**src/design/rwp_pkg.sv**
```systemverilog
// package for the register write protection block: map, fields, reset values, decode
package rwp_pkg;

  // ==========================================================================
  // bus geometry
  localparam int unsigned ADDR_W   = 12;
  localparam int unsigned DATA_W   = 32;
  localparam int unsigned IDX_W    = 6;
  localparam int unsigned NPROT    = 16;
  localparam int unsigned SLOT_W   = 4;

  // ==========================================================================
  // register indices, byte address is four times the index
  localparam logic [IDX_W-1:0] PROTECT_IDX     = 6'h0A;
  localparam logic [IDX_W-1:0] CLOCK_FIRST_IDX = 6'h10;
  localparam logic [IDX_W-1:0] CLOCK_LAST_IDX  = 6'h17;
  localparam logic [IDX_W-1:0] PROC_FIRST_IDX  = 6'h18;
  localparam logic [IDX_W-1:0] PROC_LAST_IDX   = 6'h19;
  localparam logic [IDX_W-1:0] VOLT_FIRST_IDX  = 6'h1A;
  localparam logic [IDX_W-1:0] VOLT_LAST_IDX   = 6'h1F;

  // ==========================================================================
  // protect register fields and reset values
  localparam int unsigned CLOCK_UNLOCK_BIT = 0;
  localparam int unsigned PROC_UNLOCK_BIT  = 1;
  localparam int unsigned VOLT_UNLOCK_BIT  = 3;
  localparam int unsigned PROTECT_STORE_W  = 7;
  localparam logic [PROTECT_STORE_W-1:0] PROTECT_RESET  = 7'h00;
  localparam logic [7:0]                 PROTECTED_RESET = 8'h00;

  // ==========================================================================
  // groups of guarded registers
  typedef enum logic [1:0]
  {
    GRP_NONE  = 2'b00,
    GRP_CLOCK = 2'b01,
    GRP_PROC  = 2'b10,
    GRP_VOLT  = 2'b11
  } rwp_group_t;

  function automatic rwp_group_t rwp_group_of(input logic [IDX_W-1:0] idx);
    rwp_group_t g;
    g = GRP_NONE;
    if (idx >= CLOCK_FIRST_IDX && idx <= CLOCK_LAST_IDX)
    begin
      g = GRP_CLOCK;
    end
    else if (idx >= PROC_FIRST_IDX && idx <= PROC_LAST_IDX)
    begin
      g = GRP_PROC;
    end
    else if (idx >= VOLT_FIRST_IDX && idx <= VOLT_LAST_IDX)
    begin
      g = GRP_VOLT;
    end
    return g;
  endfunction

endpackage

```
**src/design/rwp_access_if.sv**
```systemverilog
// interface carrying guarded register accesses between control, guard and store
`timescale 1ns/100ps
interface rwp_access_if;
  import rwp_pkg::*;

  logic [IDX_W-1:0]           idx;
  logic [PROTECT_STORE_W-1:0] protect;
  logic                       grant;
  logic                       wr_en;
  logic [7:0]                 wdata;
  logic [7:0]                 rd_byte;
  logic [NPROT*8-1:0]         all_regs;

  modport ctrl  (output idx, output protect, output wr_en, output wdata,
                 input grant, input rd_byte, input all_regs);
  modport guard (input idx, input protect, output grant);
  modport store (input idx, input wr_en, input wdata, input grant,
                 output rd_byte, output all_regs);
endinterface

```
**src/design/rwp_top.sv**
```systemverilog
// APB register block: protect register plus the guarded register groups it unlocks
// Overview of operation
// - bit 0 of the protect register lets writes reach the eight clock-control registers.
// - bit 1 of the protect register lets writes reach the two processor-mode registers.
// - bit 3 of the protect register lets writes reach the six voltage-detection registers.
// - an unlock bit stays set after a guarded write until software writes it to 0.
// - bit 7 of the protect register has no function and always reads 0.
// - a guarded register changes only while its group unlock bit is set.
`timescale 1ns/100ps
module rwp_top
(
  input  wire logic                         pclk,
  input  wire logic                         presetn,
  input  wire logic                         psel,
  input  wire logic                         penable,
  input  wire logic                         pwrite,
  input  wire logic [rwp_pkg::ADDR_W-1:0]   paddr,
  input  wire logic [rwp_pkg::DATA_W-1:0]   pwdata,
  output logic      [rwp_pkg::DATA_W-1:0]   prdata,
  output logic                              pready,
  output logic                              pslverr,
  output logic                              clock_group_unlock,
  output logic                              proc_mode_group_unlock,
  output logic                              voltage_group_unlock,
  output logic      [63:0]                  clock_group_regs,
  output logic      [15:0]                  proc_mode_regs,
  output logic      [47:0]                  voltage_group_regs
);
  import rwp_pkg::*;

  typedef struct packed
  {
    logic                       ack;
    logic                       slverr;
    logic [DATA_W-1:0]          rdata;
    logic [PROTECT_STORE_W-1:0] protect;
  } rwp_state_t;

  rwp_state_t       st;
  rwp_state_t       next_st;
  logic [IDX_W-1:0] idx;
  logic             in_window;
  logic             is_protect;
  logic             is_guarded;
  logic             mapped;
  logic             commit;
  rwp_group_t       grp;

  rwp_access_if acc ();

  rwp_guard u_guard
  (
    .acc (acc.guard)
  );

  rwp_store u_store
  (
    .pclk    (pclk),
    .presetn (presetn),
    .acc     (acc.store)
  );

  // ==========================================================================
  // address decode
  assign idx        = paddr[IDX_W+1:2];
  assign in_window  = (paddr[ADDR_W-1:IDX_W+2] == '0) && (paddr[1:0] == 2'h0);
  assign grp        = rwp_group_of(idx);
  assign is_protect = in_window && (idx == PROTECT_IDX);
  assign is_guarded = in_window && (grp != GRP_NONE);
  assign mapped     = is_protect || is_guarded;
  // a write takes effect only at the edge where pready is seen high
  assign commit     = psel && penable && st.ack && pwrite && mapped;

  assign acc.idx     = idx;
  assign acc.protect = st.protect;
  assign acc.wdata   = pwdata[7:0];
  // a locked write simply never raises the store strobe
  assign acc.wr_en   = commit && is_guarded && acc.grant;

  // ==========================================================================
  // bus state: one wait cycle so read data comes from a flop
  always_comb
  begin
    next_st     = st;
    next_st.ack = 1'b0;
    if (psel && penable && !st.ack)
    begin
      next_st.ack    = 1'b1;
      next_st.slverr = !mapped;
      next_st.rdata  = '0;
      if (!pwrite && is_protect)
      begin
        // top bit is never stored, so it reads back 0
        next_st.rdata = {{(DATA_W-PROTECT_STORE_W){1'b0}}, st.protect};
      end
      else if (!pwrite && is_guarded)
      begin
        next_st.rdata = {{(DATA_W-8){1'b0}}, acc.rd_byte};
      end
    end
    // only software clears an unlock bit, guarded writes leave it alone
    if (commit && is_protect)
    begin
      next_st.protect = pwdata[PROTECT_STORE_W-1:0];
    end
  end

  always_ff @(posedge pclk or negedge presetn)
  begin
    if (!presetn)
    begin
      st <= '{ack: 1'b0, slverr: 1'b0, rdata: '0, protect: PROTECT_RESET};
    end
    else
    begin
      st <= next_st;
    end
  end

  // ==========================================================================
  // outputs
  assign pready                 = st.ack;
  assign pslverr                = st.ack && st.slverr;
  assign prdata                 = st.rdata;
  assign clock_group_unlock     = st.protect[CLOCK_UNLOCK_BIT];
  assign proc_mode_group_unlock = st.protect[PROC_UNLOCK_BIT];
  assign voltage_group_unlock   = st.protect[VOLT_UNLOCK_BIT];
  assign clock_group_regs       = acc.all_regs[63:0];
  assign proc_mode_regs         = acc.all_regs[79:64];
  assign voltage_group_regs     = acc.all_regs[127:80];

  // ==========================================================================
  // checks
  clock_write_gate_a: assert property (@(posedge pclk) disable iff (!presetn)
    (commit && grp == GRP_CLOCK && !st.protect[CLOCK_UNLOCK_BIT])
      |=> $stable(clock_group_regs))
    else $error("locked clock group changed");

  proc_write_gate_a: assert property (@(posedge pclk) disable iff (!presetn)
    (commit && grp == GRP_PROC && !st.protect[PROC_UNLOCK_BIT])
      |=> $stable(proc_mode_regs))
    else $error("locked processor mode group changed");

  volt_write_gate_a: assert property (@(posedge pclk) disable iff (!presetn)
    (commit && grp == GRP_VOLT && !st.protect[VOLT_UNLOCK_BIT])
      |=> $stable(voltage_group_regs))
    else $error("locked voltage group changed");

  unlock_persists_a: assert property (@(posedge pclk) disable iff (!presetn)
    (clock_group_unlock && !(commit && is_protect)) |=> clock_group_unlock)
    else $error("clock unlock bit cleared without a protect write");

  top_bit_zero_a: assert property (@(posedge pclk) disable iff (!presetn)
    (psel && penable && !pwrite && is_protect && pready) |-> (prdata[7] == 1'b0))
    else $error("protect register bit 7 read as 1");

  guarded_unlocked_write_a: assert property (@(posedge pclk) disable iff (!presetn)
    (commit && grp == GRP_CLOCK && st.protect[CLOCK_UNLOCK_BIT])
      |=> (clock_group_regs[$past(idx[2:0])*8 +: 8] == $past(pwdata[7:0])))
    else $error("unlocked clock write did not land");

  locked_write_quiet_a: assert property (@(posedge pclk) disable iff (!presetn)
    (commit && is_guarded && !acc.grant)
      |-> (!pslverr ##1 ($stable(acc.all_regs) && $stable(st.protect))))
    else $error("locked write changed state or raised an error");

  // ==========================================================================
  // bus handshake checks
  // the answer always comes after exactly one wait cycle, never sooner
  ready_one_cycle_a: assert property (@(posedge pclk) disable iff (!presetn)
    pready |=> !pready)
    else $error("pready stayed high for more than one cycle");

  ready_after_access_a: assert property (@(posedge pclk) disable iff (!presetn)
    (psel && penable && !pready) |=> pready)
    else $error("access phase was not answered after one wait cycle");

  ready_needs_access_a: assert property (@(posedge pclk) disable iff (!presetn)
    (!(psel && penable)) |=> !pready)
    else $error("pready rose without an access phase");

  unmapped_error_a: assert property (@(posedge pclk) disable iff (!presetn)
    (psel && penable && !pready && !mapped) |=> pslverr)
    else $error("unmapped access did not raise pslverr");

  mapped_no_error_a: assert property (@(posedge pclk) disable iff (!presetn)
    (psel && penable && !pready && mapped) |=> !pslverr)
    else $error("mapped access raised pslverr");

  error_with_ready_a: assert property (@(posedge pclk) disable iff (!presetn)
    pslverr |-> pready)
    else $error("pslverr high outside the answer cycle");

  // unmapped and write answers carry zero so stale read data never leaks
  unmapped_read_zero_a: assert property (@(posedge pclk) disable iff (!presetn)
    (psel && penable && !pready && !mapped) |=> (prdata == '0))
    else $error("unmapped access returned nonzero data");

  write_data_zero_a: assert property (@(posedge pclk) disable iff (!presetn)
    (psel && penable && !pready && pwrite) |=> (prdata == '0))
    else $error("write answer carried nonzero read data");

  // read data is only reloaded when a new access is prepared
  answer_data_holds_a: assert property (@(posedge pclk) disable iff (!presetn)
    (!(psel && penable && !pready)) |=> $stable(prdata))
    else $error("read data moved outside an access");

  // ==========================================================================
  // protect register checks
  protect_write_lands_a: assert property (@(posedge pclk) disable iff (!presetn)
    (commit && is_protect)
      |=> ({voltage_group_unlock, proc_mode_group_unlock, clock_group_unlock}
           == {$past(pwdata[VOLT_UNLOCK_BIT]), $past(pwdata[PROC_UNLOCK_BIT]),
               $past(pwdata[CLOCK_UNLOCK_BIT])}))
    else $error("protect write did not set the unlock bits");

  // nothing but a software write to the protect register may move it
  protect_write_only_a: assert property (@(posedge pclk) disable iff (!presetn)
    (!(commit && is_protect)) |=> $stable(st.protect))
    else $error("protect register changed without a protect write");

  guarded_keeps_unlock_a: assert property (@(posedge pclk) disable iff (!presetn)
    (commit && is_guarded) |=> $stable(st.protect))
    else $error("guarded write disturbed the protect register");

  proc_unlock_persists_a: assert property (@(posedge pclk) disable iff (!presetn)
    (proc_mode_group_unlock && !(commit && is_protect)) |=> proc_mode_group_unlock)
    else $error("processor mode unlock bit cleared without a protect write");

  volt_unlock_persists_a: assert property (@(posedge pclk) disable iff (!presetn)
    (voltage_group_unlock && !(commit && is_protect)) |=> voltage_group_unlock)
    else $error("voltage unlock bit cleared without a protect write");

  // the unlock outputs cannot move in the answer cycle, so they are the reference
  protect_read_value_a: assert property (@(posedge pclk) disable iff (!presetn)
    (psel && penable && !pready && !pwrite && is_protect)
      |=> ((prdata[DATA_W-1:PROTECT_STORE_W] == '0)
           && (prdata[CLOCK_UNLOCK_BIT] == clock_group_unlock)
           && (prdata[PROC_UNLOCK_BIT] == proc_mode_group_unlock)
           && (prdata[VOLT_UNLOCK_BIT] == voltage_group_unlock)))
    else $error("protect register read back wrong");

  // ==========================================================================
  // guarded group checks
  proc_unlocked_write_a: assert property (@(posedge pclk) disable iff (!presetn)
    (commit && grp == GRP_PROC && st.protect[PROC_UNLOCK_BIT])
      |=> (proc_mode_regs[$past(idx[0])*8 +: 8] == $past(pwdata[7:0])))
    else $error("unlocked processor mode write did not land");

  volt_unlocked_write_a: assert property (@(posedge pclk) disable iff (!presetn)
    (commit && grp == GRP_VOLT && st.protect[VOLT_UNLOCK_BIT])
      |=> (voltage_group_regs[($past(idx) - VOLT_FIRST_IDX)*8 +: 8] == $past(pwdata[7:0])))
    else $error("unlocked voltage write did not land");

  guarded_read_value_a: assert property (@(posedge pclk) disable iff (!presetn)
    (psel && penable && !pready && !pwrite && is_guarded)
      |=> (prdata == {24'h0, acc.all_regs[$past(idx[SLOT_W-1:0])*8 +: 8]}))
    else $error("guarded register read back wrong");

  unmapped_write_quiet_a: assert property (@(posedge pclk) disable iff (!presetn)
    (psel && penable && pready && pwrite && !mapped)
      |=> ($stable(acc.all_regs) && $stable(st.protect)))
    else $error("unmapped write changed state");

  read_no_change_a: assert property (@(posedge pclk) disable iff (!presetn)
    (psel && penable && !pwrite) |=> ($stable(acc.all_regs) && $stable(st.protect)))
    else $error("read changed state");

  idle_no_store_a: assert property (@(posedge pclk) disable iff (!presetn)
    (!(psel && penable && pready)) |=> $stable(acc.all_regs))
    else $error("guarded register changed outside a write answer");

  // decoded here from the unlock outputs, independent of the guard module
  strobe_needs_unlock_a: assert property (@(posedge pclk) disable iff (!presetn)
    acc.wr_en |-> ((grp == GRP_CLOCK && clock_group_unlock)
                   || (grp == GRP_PROC && proc_mode_group_unlock)
                   || (grp == GRP_VOLT && voltage_group_unlock)))
    else $error("store strobe raised for a locked group");

  unlocked_no_error_a: assert property (@(posedge pclk) disable iff (!presetn)
    (commit && is_guarded && acc.grant) |-> !pslverr)
    else $error("unlocked guarded write raised pslverr");

  clock_write_isolated_a: assert property (@(posedge pclk) disable iff (!presetn)
    (commit && grp == GRP_CLOCK)
      |=> ($stable(proc_mode_regs) && $stable(voltage_group_regs)))
    else $error("clock group write touched another group");

  proc_write_isolated_a: assert property (@(posedge pclk) disable iff (!presetn)
    (commit && grp == GRP_PROC)
      |=> ($stable(clock_group_regs) && $stable(voltage_group_regs)))
    else $error("processor mode write touched another group");

  volt_write_isolated_a: assert property (@(posedge pclk) disable iff (!presetn)
    (commit && grp == GRP_VOLT)
      |=> ($stable(clock_group_regs) && $stable(proc_mode_regs)))
    else $error("voltage group write touched another group");

  // a protect write must never leak into the guarded store
  protect_write_isolated_a: assert property (@(posedge pclk) disable iff (!presetn)
    (commit && is_protect) |=> $stable(acc.all_regs))
    else $error("protect write changed a guarded register");
endmodule

```
**src/design/rwp_guard.sv**
```systemverilog
// write grant decode from the protect register and the target group
`timescale 1ns/100ps
module rwp_guard
(
  rwp_access_if.guard acc
);
  import rwp_pkg::*;

  // ==========================================================================
  // grant decode
  always_comb
  begin
    unique case (rwp_group_of(acc.idx))
      GRP_CLOCK: acc.grant = acc.protect[CLOCK_UNLOCK_BIT];
      GRP_PROC:  acc.grant = acc.protect[PROC_UNLOCK_BIT];
      GRP_VOLT:  acc.grant = acc.protect[VOLT_UNLOCK_BIT];
      GRP_NONE:  acc.grant = 1'b0;
    endcase
  end
endmodule

```
**src/design/rwp_store.sv**
```systemverilog
// storage for the sixteen guarded byte registers
`timescale 1ns/100ps
module rwp_store
(
  input  wire logic   pclk,
  input  wire logic   presetn,
  rwp_access_if.store acc
);
  import rwp_pkg::*;

  typedef struct packed
  {
    logic [NPROT-1:0][7:0] regs;
  } rwp_store_t;

  rwp_store_t st;
  rwp_store_t next_st;
  logic [SLOT_W-1:0] slot;

  assign slot = acc.idx[SLOT_W-1:0];

  // ==========================================================================
  // update; the grant is checked again here so a stray strobe cannot land
  always_comb
  begin
    next_st = st;
    if (acc.wr_en && acc.grant)
    begin
      next_st.regs[slot] = acc.wdata;
    end
  end

  always_ff @(posedge pclk or negedge presetn)
  begin
    if (!presetn)
    begin
      st <= '{regs: {NPROT{PROTECTED_RESET}}};
    end
    else
    begin
      st <= next_st;
    end
  end

  // reads ignore the protect bits
  assign acc.rd_byte  = st.regs[slot];
  assign acc.all_regs = st.regs;

  // ==========================================================================
  // checks
  store_update_a: assert property (@(posedge pclk) disable iff (!presetn)
    (acc.wr_en && acc.grant) |=> (st.regs[$past(slot)] == $past(acc.wdata)))
    else $error("granted write did not land in the store");
endmodule

```
**config.mk**
```make
export PLATFORM = sky130hd
export DESIGN_NAME = rwp_top
export DESIGN_NICKNAME = d
export VERILOG_FILES = /design/src/design/rwp_pkg.sv /design/src/design/rwp_access_if.sv /design/src/design/rwp_top.sv /design/src/design/rwp_guard.sv /design/src/design/rwp_store.sv
export SDC_FILE = /design/constraint.sdc
export NUM_CORES = 1
export LEC_CHECK = 0
export BUFFER_PORTS_ARGS = -buffer_cell sky130_fd_sc_hd__buf_2
export CAP_MARGIN = 20
export CORE_MARGIN = 2
export CORE_UTILIZATION = 52
export DETAILED_ROUTE_END_ITERATION = 10
export HOLD_SLACK_MARGIN = 0.06
export PLACE_DENSITY = 0.83
export SYNTH_ARGS = -nofsm -noshare
export SYNTH_HDL_FRONTEND = slang
export SYNTH_SLANG_ARGS = --single-unit
```
**constraint.sdc**
```tcl
create_clock -name pclk -period 2.39 [get_ports pclk]
set_clock_uncertainty 0.15 [all_clocks]
set_input_delay 0.717 -clock pclk [delete_from_list [all_inputs] [get_ports pclk]]
set_output_delay 0.717 -clock pclk [all_outputs]
set_load 0.1 [all_outputs]
```
# ---- Word-level counts from Yosys, hierarchy flattened
# Cells that the tools add are included.
dict set report totals {
  reg_bits 169
  in_bits 49
  output_inout_bits 165
  wordCells 71
}
dict set report classes {
  order_cmp 8
  n_eq_ne 4
  muxes 12
  reduce_logical 27
}
# operator n
set ops {}
lappend ops {{$bwmux W128} 1}
lappend ops {{$mux W34} 1}
lappend ops {{$bmux W8 S4} 1}
lappend ops {{$demux W8 S4} 1}
lappend ops {{$mux W8} 4}
lappend ops {{$logic_and A1 B1 Y1} 19}
lappend ops {{$ge A6 B5 Y1 const B} 3}
lappend ops {{$le A6 B5 Y1 const B} 3}
lappend ops {{$eq A6 B4 Y1 const B} 1}
lappend ops {{$mux W2} 3}
lappend ops {{$lt A4 B5 Y1 const B} 1}
lappend ops {{$eq A2 B2 Y1 const B} 2}
lappend ops {{$ge A4 B1 Y1 const B} 1}
lappend ops {{$logic_not A2 Y1} 2}
lappend ops {{$logic_not A4 Y1} 1}
lappend ops {{$pmux W1 S4} 1}
lappend ops {{$logic_not A1 Y1} 3}
lappend ops {{$eq A2 B1 Y1 const B} 1}
lappend ops {{$reduce_bool A2 Y1} 1}
lappend ops {{$logic_or A1 B1 Y1} 1}

# ---- Logic depth before layout (Yosys ltp)
# Gate-level depths: netlist of the first run.
dict set report depth {
  depth_word 12
  depth_mapped 6
  mapped_depth_nobuf 4
}

# ---- Cells and area by module
# A second synthesis of the first run with hierarchy kept.
dict set report unflattened {
  cells_unflattened 468
  area_unflattened_um2 6975.4
}
# mod instances cells_per_inst area_each_um2
set by_module_without_submodules {}
lappend by_module_without_submodules {rwp_store 1 363 5924.4}
lappend by_module_without_submodules {rwp_top 1 100 1018.5}
lappend by_module_without_submodules {rwp_guard 1 5 32.5}

# ---- Worst setup path before layout of the first run
# No wires, ideal clock.
dict set report synth_path {
  kind {register to register}
  from {reg st, in the netlist pready}
  to {reg u_store.st, in the netlist u_store.acc.all_regs[64]}
  arrival_ps 2457
  path_slack_ps -343
  stages_incl_launch_ff 5
  path_cell_list {dfrtp_1 nand4_1 or4_1 nor3_4 mux2_2}
}
dict set report synth_via {
  elab_chain_len 6
}
# item line_no
set synth_rtl {}
lappend synth_rtl {{from (decl)} rwp_top.sv:39} ;# rwp_state_t st;
lappend synth_rtl {{from (signal assigned)} rwp_top.sv:112} ;# st <= '{ack: 1'b0, slverr: 1'b0, rdata: '0, protect: PROTECT_RESET};
lappend synth_rtl {{from (signal assigned)} rwp_top.sv:116} ;# st <= next_st;
lappend synth_rtl {{$logic_and A1 B1 Y1 (3 in series)} rwp_top.sv:72} ;# assign commit = psel && penable && st.ack && pwrite && mapped;
lappend synth_rtl {{$logic_and A1 B1 Y1 (2 in series)} rwp_top.sv:78} ;# assign acc.wr_en = commit && is_guarded && acc.grant;
lappend synth_rtl {{$logic_and A1 B1 Y1} rwp_store.sv:27} ;# if (acc.wr_en && acc.grant)
lappend synth_rtl {{to (signal assigned)} rwp_store.sv:37} ;# st <= '{regs: {NPROT{PROTECTED_RESET}}};
lappend synth_rtl {{to (signal assigned)} rwp_store.sv:41} ;# st <= next_st;
lappend synth_rtl {{to (decl)} rwp_store.sv:16} ;# rwp_store_t st;
# Every way passes these cells.
# A chain may end at the register's enable or synchronous reset.

# ---- Worst setup path in the final report of the first run
dict set report layout_path {
  from {in paddr[2] (netlist bit)}
  to {reg st, in the netlist prdata[4]}
}
dict set report layout_via {
  elab_chain_len 10
  word_cells_on_any_way 22
  cone_classes {order compare: 6; eq/ne: 1; mux: 7; reduce/logical: 8}
}
# item line_no
set layout_rtl {}
lappend layout_rtl {{from (decl)} rwp_top.sv:17} ;# input wire logic [rwp_pkg::ADDR_W-1:0] paddr,
lappend layout_rtl {{$ge A6 B5 Y1 / $le A6 B5 Y1 (equally long branches)} rwp_pkg.sv:52} ;# else if (idx >= VOLT_FIRST_IDX && idx <= VOLT_LAST_IDX)
lappend layout_rtl {{$logic_and A1 B1 Y1} rwp_pkg.sv:52}
lappend layout_rtl {{$mux W2} rwp_pkg.sv:52}
lappend layout_rtl {{$mux W2} rwp_pkg.sv:48} ;# else if (idx >= PROC_FIRST_IDX && idx <= PROC_LAST_IDX)
lappend layout_rtl {{$mux W2} rwp_pkg.sv:44} ;# if (idx >= CLOCK_FIRST_IDX && idx <= CLOCK_LAST_IDX)
lappend layout_rtl {{$reduce_bool A2 Y1} rwp_top.sv:69} ;# assign is_guarded = in_window && (grp != GRP_NONE);
lappend layout_rtl {{$logic_and A1 B1 Y1} rwp_top.sv:69}
lappend layout_rtl {{$logic_and A1 B1 Y1} rwp_top.sv:96} ;# else if (!pwrite && is_guarded)
lappend layout_rtl {{$mux W8} rwp_top.sv:96}
lappend layout_rtl {{$mux W8 *} rwp_top.sv:91} ;# if (!pwrite && is_protect)
# Mark *: on every way between the ends. The rest lies on a longest branch, timed or not. The select of a mux whose other input is x is not followed.

==> run summary, run 1 <==
outcome -> completed
setup violation total in the final timing report -> 0
TritonCTS clock tree -> yes
first-pass iteration count of the detailed router -> 4
number of DRC violations after detailed routing -> 0
CP Launch Type -> input pin
headroom to the max-slew limit -> 48.8%
class of the worst hold path -> input pin to async pin
Critical Setup Path Class -> input pin to flip-flop
slack of the worst reg-to-reg path -> 120 ps
via count -> 5,014
summed instance area of the synthesized netlist -> 7020 sq um
source of the worst register-to-register timing path -> pready
clock period minus final worst setup slack -> 2360 ps
cells taking the most area after synthesis -> sky130_fd_sc_hd__dfrtp_1 (52%), sky130_fd_sc_hd__mux2_2 (22%), sky130_fd_sc_hd__mux4_2 (9.9%)
Placed Cells -> 834
Layout Utilization -> 68.8%
deepest level of the CTS H-tree -> 4
maximum count of clock buffers along a single path -> 2
Placeable Area -> 13,200 sq um
post-cts hold buffer count -> 0
non-filler instance count after layout -> 866
sequential element share of the synthesized area -> 51.7%
maximum fanout encountered on the critical timing path -> 21
top-level port count -> 214
number of antenna violations at the first check in global routing -> 0
total gr overflow -> 0
proportion of netlist area held by the largest area contributor -> 51.7%
arrival time of the worst setup path -> 2490 ps
initial core utilization -> 53.2%
EDFF count, synth -> 0
global placer's final weighted congestion -> 0.884
antenna-violating nets left -> 0
synthesized instance count -> 476
post-detailed-route wirelength per cell -> 22.7 um
detailed-route vias per instance -> 5.79
number of warnings issued by yosys -> 0
Clock transition at path regs -> 60 ps
root buffer cell -> sky130_fd_sc_hd__clkbuf_16
Clock Sinks -> 145
layout cell share with drive strength beyond 1 -> 64.2%
Die W -> 120 um
die height -> 120 um
max-slew violation count -> 0
post-CTS setup repair buffer count -> 0
highest clock rate -> 424 MHz
VDD IR-drop max -> 0.374 mV
Antenna Diode Count -> 0
R2R Path End -> u_store.acc.all_regs[64]
number of register bits inferred by synthesis -> 145
vias in the first global route -> 5,439
largest net degree at the start of global routing -> 43
average cell area after synthesis -> 14.8 sq um
number of cells traversed by the worst register-to-register path -> 5
prevailing post-synth register cell -> sky130_fd_sc_hd__dfrtp_1
die outline area -> 14,400 sq um
total clock buffers created by CTS -> 17
reported max-cap violation count -> 0
clock latency reported for the late side of the worst-skew pair -> 420 ps
pin slew with the least headroom to its limit -> 766 ps
cell taking the most area after synthesis -> sky130_fd_sc_hd__dfrtp_1
setup repair after global routing missed its margin -> true
WP data required -> 2520 ps
all-layer global routing usage -> 28.5%
final wirelength -> 19.7 mm
element type at the critical path end -> flip-flop
PwrDens -> 612 nW/um^2
nets@finish -> 726
count of cell types in the netlist -> 46
delay of the slowest critical-path stage -> 520 ps
detailed router's first-iteration violation count -> 402
crit share post-route -> 98.6%
Final Hold Vio Count -> 0
number of placement rows -> 42
master of the slowest instance on the critical path -> sky130_fd_sc_hd__mux4_2
wire length of the first global-routing pass -> 30.3 mm
P&R area growth vs syn -> 29.3%
post-DP HPWL -> 13.8 mm
quantity of I/O buffers inserted on ports -> 165
start point of the critical path -> paddr[2]
worst-path cell chain -> buf_2 > buf_12 > mux4_2 > a22o_1 > a221oi_1 > o211ai_1
total leakage power -> 4.77 nW
FFs w/ async S/R, synth -> 100%
## final cells by class
class                      count  area, sq um
fill                         873         4110
tap                          176          220
timing repair buffer         220         1470
multi-input combinational    291         3160
clock buffer                  22          454
sequential                   145         3640
inverter                       2         7.51
clock inverter                10          135
## critical path: cells and delay by family
family / cells / cell delay (ps)
AO/OA/AOI/OAI: 3 / 830
multiplexers: 1 / 520
buffers and inverters: 2 / 420
## registers in the layout, indices dropped and copies added (netlist names)
| name | cells |
|---|---|
| st | 1 |
| pready | 1 |
| prdata | 8 |
| u_store.acc.all_regs | 128 |
| acc.protect | 7 |
## routing by layer
layer | track usage [%] | routed length [um]
met5 | 0 | 0
met2 | 46.4 | 10200
met1 | 35.2 | 7310
met4 | 13.0 | 546
met3 | 8.21 | 1590
## through the flow
step                instance area [sq um]  hold WS (ps)  total power, mW  TNS, ps  setup WS, ps
finish                               9080          56.9             5.56        0          32.5
global route                         9080          74.9             5.71    -4.38         -3.22
CTS                                  9080          60.1             5.58        0          87.8
detailed placement                   8480           325             2.94   -20830          -327
global placement                     8480           312             2.93   -13730          -197
floorplan                            7170           271             2.82    -1870         -78.3
## power breakdown
group | internal (mW) | switching [mW] | leakage [nW]
logic | 0.0878 | 0.350 | 2.46
registers | 2.46 | 0.00214 | 2.02
clock network | 1.66 | 0.994 | 0.288
total | 4.21 | 1.35 | 4.77
## how the worst max path moves through the flow
stage | end | cells past startpoint
after floorplan | u_store.acc.all_regs[16] | 4
after global placement | u_store.acc.all_regs[7] | 5
after detailed placement | u_store.acc.all_regs[5] | 5
after CTS | prdata[4] | 6
after global routing | u_store.acc.all_regs[14] | 4
final | prdata[4] | 6
## cell families after synthesis
group,Yosys count,synth area share [%]
compound gates,29,3.15
simple gates,69,7.77
flops,145,51.7
other cells,1,0.0534
mux,169,32.0
buf+inv,63,5.31
## Yosys cell counts (all sizes together) (2+ instances only)
| master | count |
|---|---|
| a221oi | 5 |
| mux4 | 31 |
| nor4 | 3 |
| a22o | 6 |
| nand2b | 2 |
| dfrtp | 145 |
| nand3 | 4 |
| a22oi | 4 |
| a21oi | 3 |
| nand4 | 2 |
| nand4b | 6 |
| a211o | 2 |
| and4 | 2 |
| nor2 | 12 |
| buf | 42 |
| and4b | 3 |
| nand3b | 2 |
| o21ai | 2 |
| o211ai | 5 |
| nor3 | 2 |
| or4 | 3 |
| clkbuf | 19 |
| mux2i | 2 |
| nand2 | 11 |
| and2 | 2 |
| mux2 | 136 |
| nor2b | 3 |
| or2b | 2 |
| nor4b | 4 |
| or2 | 3 |
## placed cells by master, fill, tap and decap left out, types with 3 or more instances in the layout
cell type / Yosys / routed
sky130_fd_sc_hd__nor2_4: 0 / 6
sky130_fd_sc_hd__nor2_1: 3 / 3
sky130_fd_sc_hd__conb_1: 1 / 24
sky130_fd_sc_hd__nand2_1: 10 / 9
sky130_fd_sc_hd__nor2_2: 9 / 3
sky130_fd_sc_hd__a21oi_1: 3 / 3
sky130_fd_sc_hd__nand4b_1: 6 / 6
sky130_fd_sc_hd__mux2_2: 135 / 133
sky130_fd_sc_hd__clkbuf_1: 19 / 4
sky130_fd_sc_hd__a221oi_1: 5 / 5
sky130_fd_sc_hd__buf_4: 35 / 37
sky130_fd_sc_hd__bufinv_16: 0 / 3
sky130_fd_sc_hd__nor4_4: 3 / 3
sky130_fd_sc_hd__and4b_1: 3 / 3
sky130_fd_sc_hd__clkinv_2: 0 / 4
sky130_fd_sc_hd__mux4_2: 31 / 31
sky130_fd_sc_hd__o211ai_1: 5 / 5
sky130_fd_sc_hd__dfrtp_1: 145 / 141
sky130_fd_sc_hd__buf_12: 0 / 18
sky130_fd_sc_hd__clkbuf_16: 0 / 17
sky130_fd_sc_hd__dfrtp_2: 0 / 3
sky130_fd_sc_hd__a22o_1: 6 / 6
sky130_fd_sc_hd__nand3_1: 4 / 4
sky130_fd_sc_hd__a22oi_1: 4 / 4
sky130_fd_sc_hd__nor2b_1: 3 / 3
sky130_fd_sc_hd__or2_2: 3 / 3
sky130_fd_sc_hd__buf_2: 4 / 164
## repair_timing
item | CTS | global route
gates resized for setup | 1 | 0
gates cloned | 0 | 0
endpoints found under the setup margin | 1 | 2
Power figures use the tool's default switching activity.
==> run 2: changes to the inputs <==
--- a/config.mk
+++ b/config.mk
@@ -5,10 +5,11 @@
 export SDC_FILE = /design/constraint.sdc
 export NUM_CORES = 1
 export LEC_CHECK = 0
+export ABC_AREA = 1
 export BUFFER_PORTS_ARGS = -buffer_cell sky130_fd_sc_hd__buf_2
 export CAP_MARGIN = 20
 export CORE_MARGIN = 2
-export CORE_UTILIZATION = 52
+export CORE_UTILIZATION = 54
 export DETAILED_ROUTE_END_ITERATION = 10
 export HOLD_SLACK_MARGIN = 0.06
 export PLACE_DENSITY = 0.83
==> run 2 against run 1 <==
Against the previous run:
- utilization decreased by 1.5 points
- global-route usage grew 4.9 points
- worst hold slack improved by 2.7 ps
- sequential cell count is the same
- via count grew 74%
- synthesized area is 17% higher
- register-to-register slack improved by 350 ps
- design area is 11% higher
- synthesized cell count up 140%
- critical path type is now flip-flop to output port
- critical endpoint is now clock_group_regs[35]
==> run summary, run 2 <==
summed instance area of the synthesized netlist -> 8240 sq um
sum of buffers and inverters on the critical path -> 1
WP data required -> 1520 ps
post-cts hold buffer count -> 0
Antenna Diode Count -> 0
cells taking the most area after synthesis -> sky130_fd_sc_hd__dfrtp_1 (44%), sky130_fd_sc_hd__nand2_1 (22%), sky130_fd_sc_hd__nand4_1 (9.9%)
PwrDens -> 643 nW/um^2
prevailing post-synth register cell -> sky130_fd_sc_hd__dfrtp_1
headroom to the max-slew limit -> 58.2%
number of DRC violations after detailed routing -> 0
post-DP HPWL -> 18.0 mm
largest net degree at the start of global routing -> 64
class of the worst hold path -> input pin to async pin
Clock transition at path regs -> 60 ps
sequential element share of the synthesized area -> 44.0%
arrival time of the worst setup path -> 1340 ps
Final Hold Vio Count -> 0
VDD IR-drop max -> 0.463 mV
wire length of the first global-routing pass -> 41.8 mm
total negative setup slack -> 0 ps
commonest cells after routing, fill and taps aside -> sky130_fd_sc_hd__nand2_1 (483), sky130_fd_sc_hd__buf_2 (164), sky130_fd_sc_hd__dfrtp_1 (144), sky130_fd_sc_hd__nand4_1 (130), sky130_fd_sc_hd__nor2_1 (101)
number of antenna violations at the first check in global routing -> 0
worst-path cell chain -> buf_2
maximum count of clock buffers along a single path -> 2
max FFs per register -> 128
master of the slowest instance on the critical path -> sky130_fd_sc_hd__buf_2
deepest level of the CTS H-tree -> 4
crit share post-route -> 92.3%
all-layer global routing usage -> 33.4%
synthesized instance count -> 1,145
highest clock rate -> 453 MHz
family of cells with the greatest summed delay on the critical path -> buffers and inverters
EDFF count, synth -> 0
detailed router's first-iteration violation count -> 1,266
via count -> 8,700
source of the worst register-to-register timing path -> pready
clock latency reported for the late side of the worst-skew pair -> 440 ps
number of warnings issued by yosys -> 0
number of register bits inferred by synthesis -> 145
non-filler instance count after layout -> 1,524
P&R area growth vs syn -> 22.8%
initial core utilization -> 54.8%
# resized after CTS -> 0
clock period minus final worst setup slack -> 2210 ps
setup repair after global routing missed its margin -> false
element type at the critical path end -> output port
Total Power Consumption -> 6.51 mW
first-pass iteration count of the detailed router -> 6
slack of the critical path -> 183 ps
total gr overflow -> 0
setup violation total in the final timing report -> 0
outcome -> completed
delay of the slowest critical-path stage -> 460 ps
Placed Cells -> 1,493
number of placement rows -> 45
root buffer cell -> sky130_fd_sc_hd__clkbuf_16
CP Launch Type -> flip-flop
reported max-cap violation count -> 0
count of cell types in the netlist -> 27
FFs w/ async S/R, synth -> 100%
pin slew with the least headroom to its limit -> 627 ps
proportion of netlist area held by the largest area contributor -> 44.0%
most common cell after layout, fill and taps aside -> sky130_fd_sc_hd__nand2_1
start point of the critical path -> u_store.acc.all_regs[35]
maximum fanout encountered on the critical timing path -> 3
final wirelength -> 26.8 mm
cell taking the most area after synthesis -> sky130_fd_sc_hd__dfrtp_1
Clock Sinks -> 145
post-detailed-route wirelength per cell -> 17.6 um
detailed-route vias per instance -> 5.71
antenna-violating nets left -> 0
Critical Setup Path Class -> flip-flop to output port
die outline area -> 16,300 sq um
quantity of I/O buffers inserted on ports -> 165
Worst Setup Slack post-DPL -> -169 ps
vias in the first global route -> 7,975
post-CTS setup repair buffer count -> 0
top post-synthesis cells by count -> sky130_fd_sc_hd__nand2_1 (483), sky130_fd_sc_hd__dfrtp_1 (145), sky130_fd_sc_hd__nand4_1 (130)
total clock buffers created by CTS -> 17
total leakage power -> 5.95 nW
Placeable Area -> 15,000 sq um
top-level port count -> 214
TritonCTS clock tree -> yes
max-slew violation count -> 0
Die W -> 128 um
die height -> 128 um
global placer's final weighted congestion -> 0.914
layout cell share with drive strength beyond 1 -> 22.5%
most frequent cell after synthesis -> sky130_fd_sc_hd__nand2_1
average cell area after synthesis -> 7.20 sq um
nets@finish -> 1,373
-- run 2: changes by cell type after synthesis, sizes merged, moves of 29 or more --
| cell | delta |
|---|---|
| inv | +99 |
| nand4 | +128 |
| buf | +29 |
| mux2 | -136 |
| nor2 | +105 |
| nand2 | +473 |
| mux4 | -31 |
-- run 2: final cells by class --
| class | count | area, sq um |
|---|---|---|
| clock buffer | 21 | 470 |
| clock inverter | 10 | 206 |
| fill | 1207 | 4910 |
| inverter | 102 | 383 |
| multi-input combinational | 824 | 3730 |
| sequential | 145 | 3630 |
| tap | 188 | 235 |
| timing repair buffer | 234 | 1460 |
-- run 2: metrics by stage --
| stage | hold slack [ps] | util (%) | cell area, sq um |
|---|---|---|---|
| after floorplan | 271 | - | 8330 |
| after CTS | 80.9 | 67.3 | 10100 |
| after global routing | 99.0 | 67.3 | 10100 |
| after global placement | 318 | 62.8 | 9450 |
| final | 59.6 | 67.3 | 10100 |
| after detailed placement | 316 | 62.8 | 9450 |
-- run 2: per-layer routing --
layer	vias up	track usage (%)	wire length [um]
met5	-	0	0
li1	3964	-	-
met4	0	17.3	1330
met2	580	50.5	12100
met1	4045	45.3	10300
met3	111	7.37	2990
-- run 2: path summary, 6_finish.rpt --
kind	to	slack, ps	cells after the start
max in group asynchronous	u_store.acc.all_regs[8]	1410	2
hold reg to reg	prdata[7]	330	2
hold / removal	u_store.acc.all_regs[50]	60	1
setup reg to reg	u_store.acc.all_regs[121]	470	6
setup / recovery	clock_group_regs[35]	180	1
min in group pclk	prdata[7]	330	2
-- run 2: power by group --
part           internal, mW  total, mW  switching [mW]
combinational         0.190      0.951           0.762
sequential             2.48       2.49          0.0126
clock                  2.03       3.07            1.04
-- run 2: cell families after synthesis --
group,synth area share [%]
and+or+nand+nor,41.9
buffers and inverters,11.7
DFF,44.0
AOI/OAI and AO/OA,2.34
other,0.0455
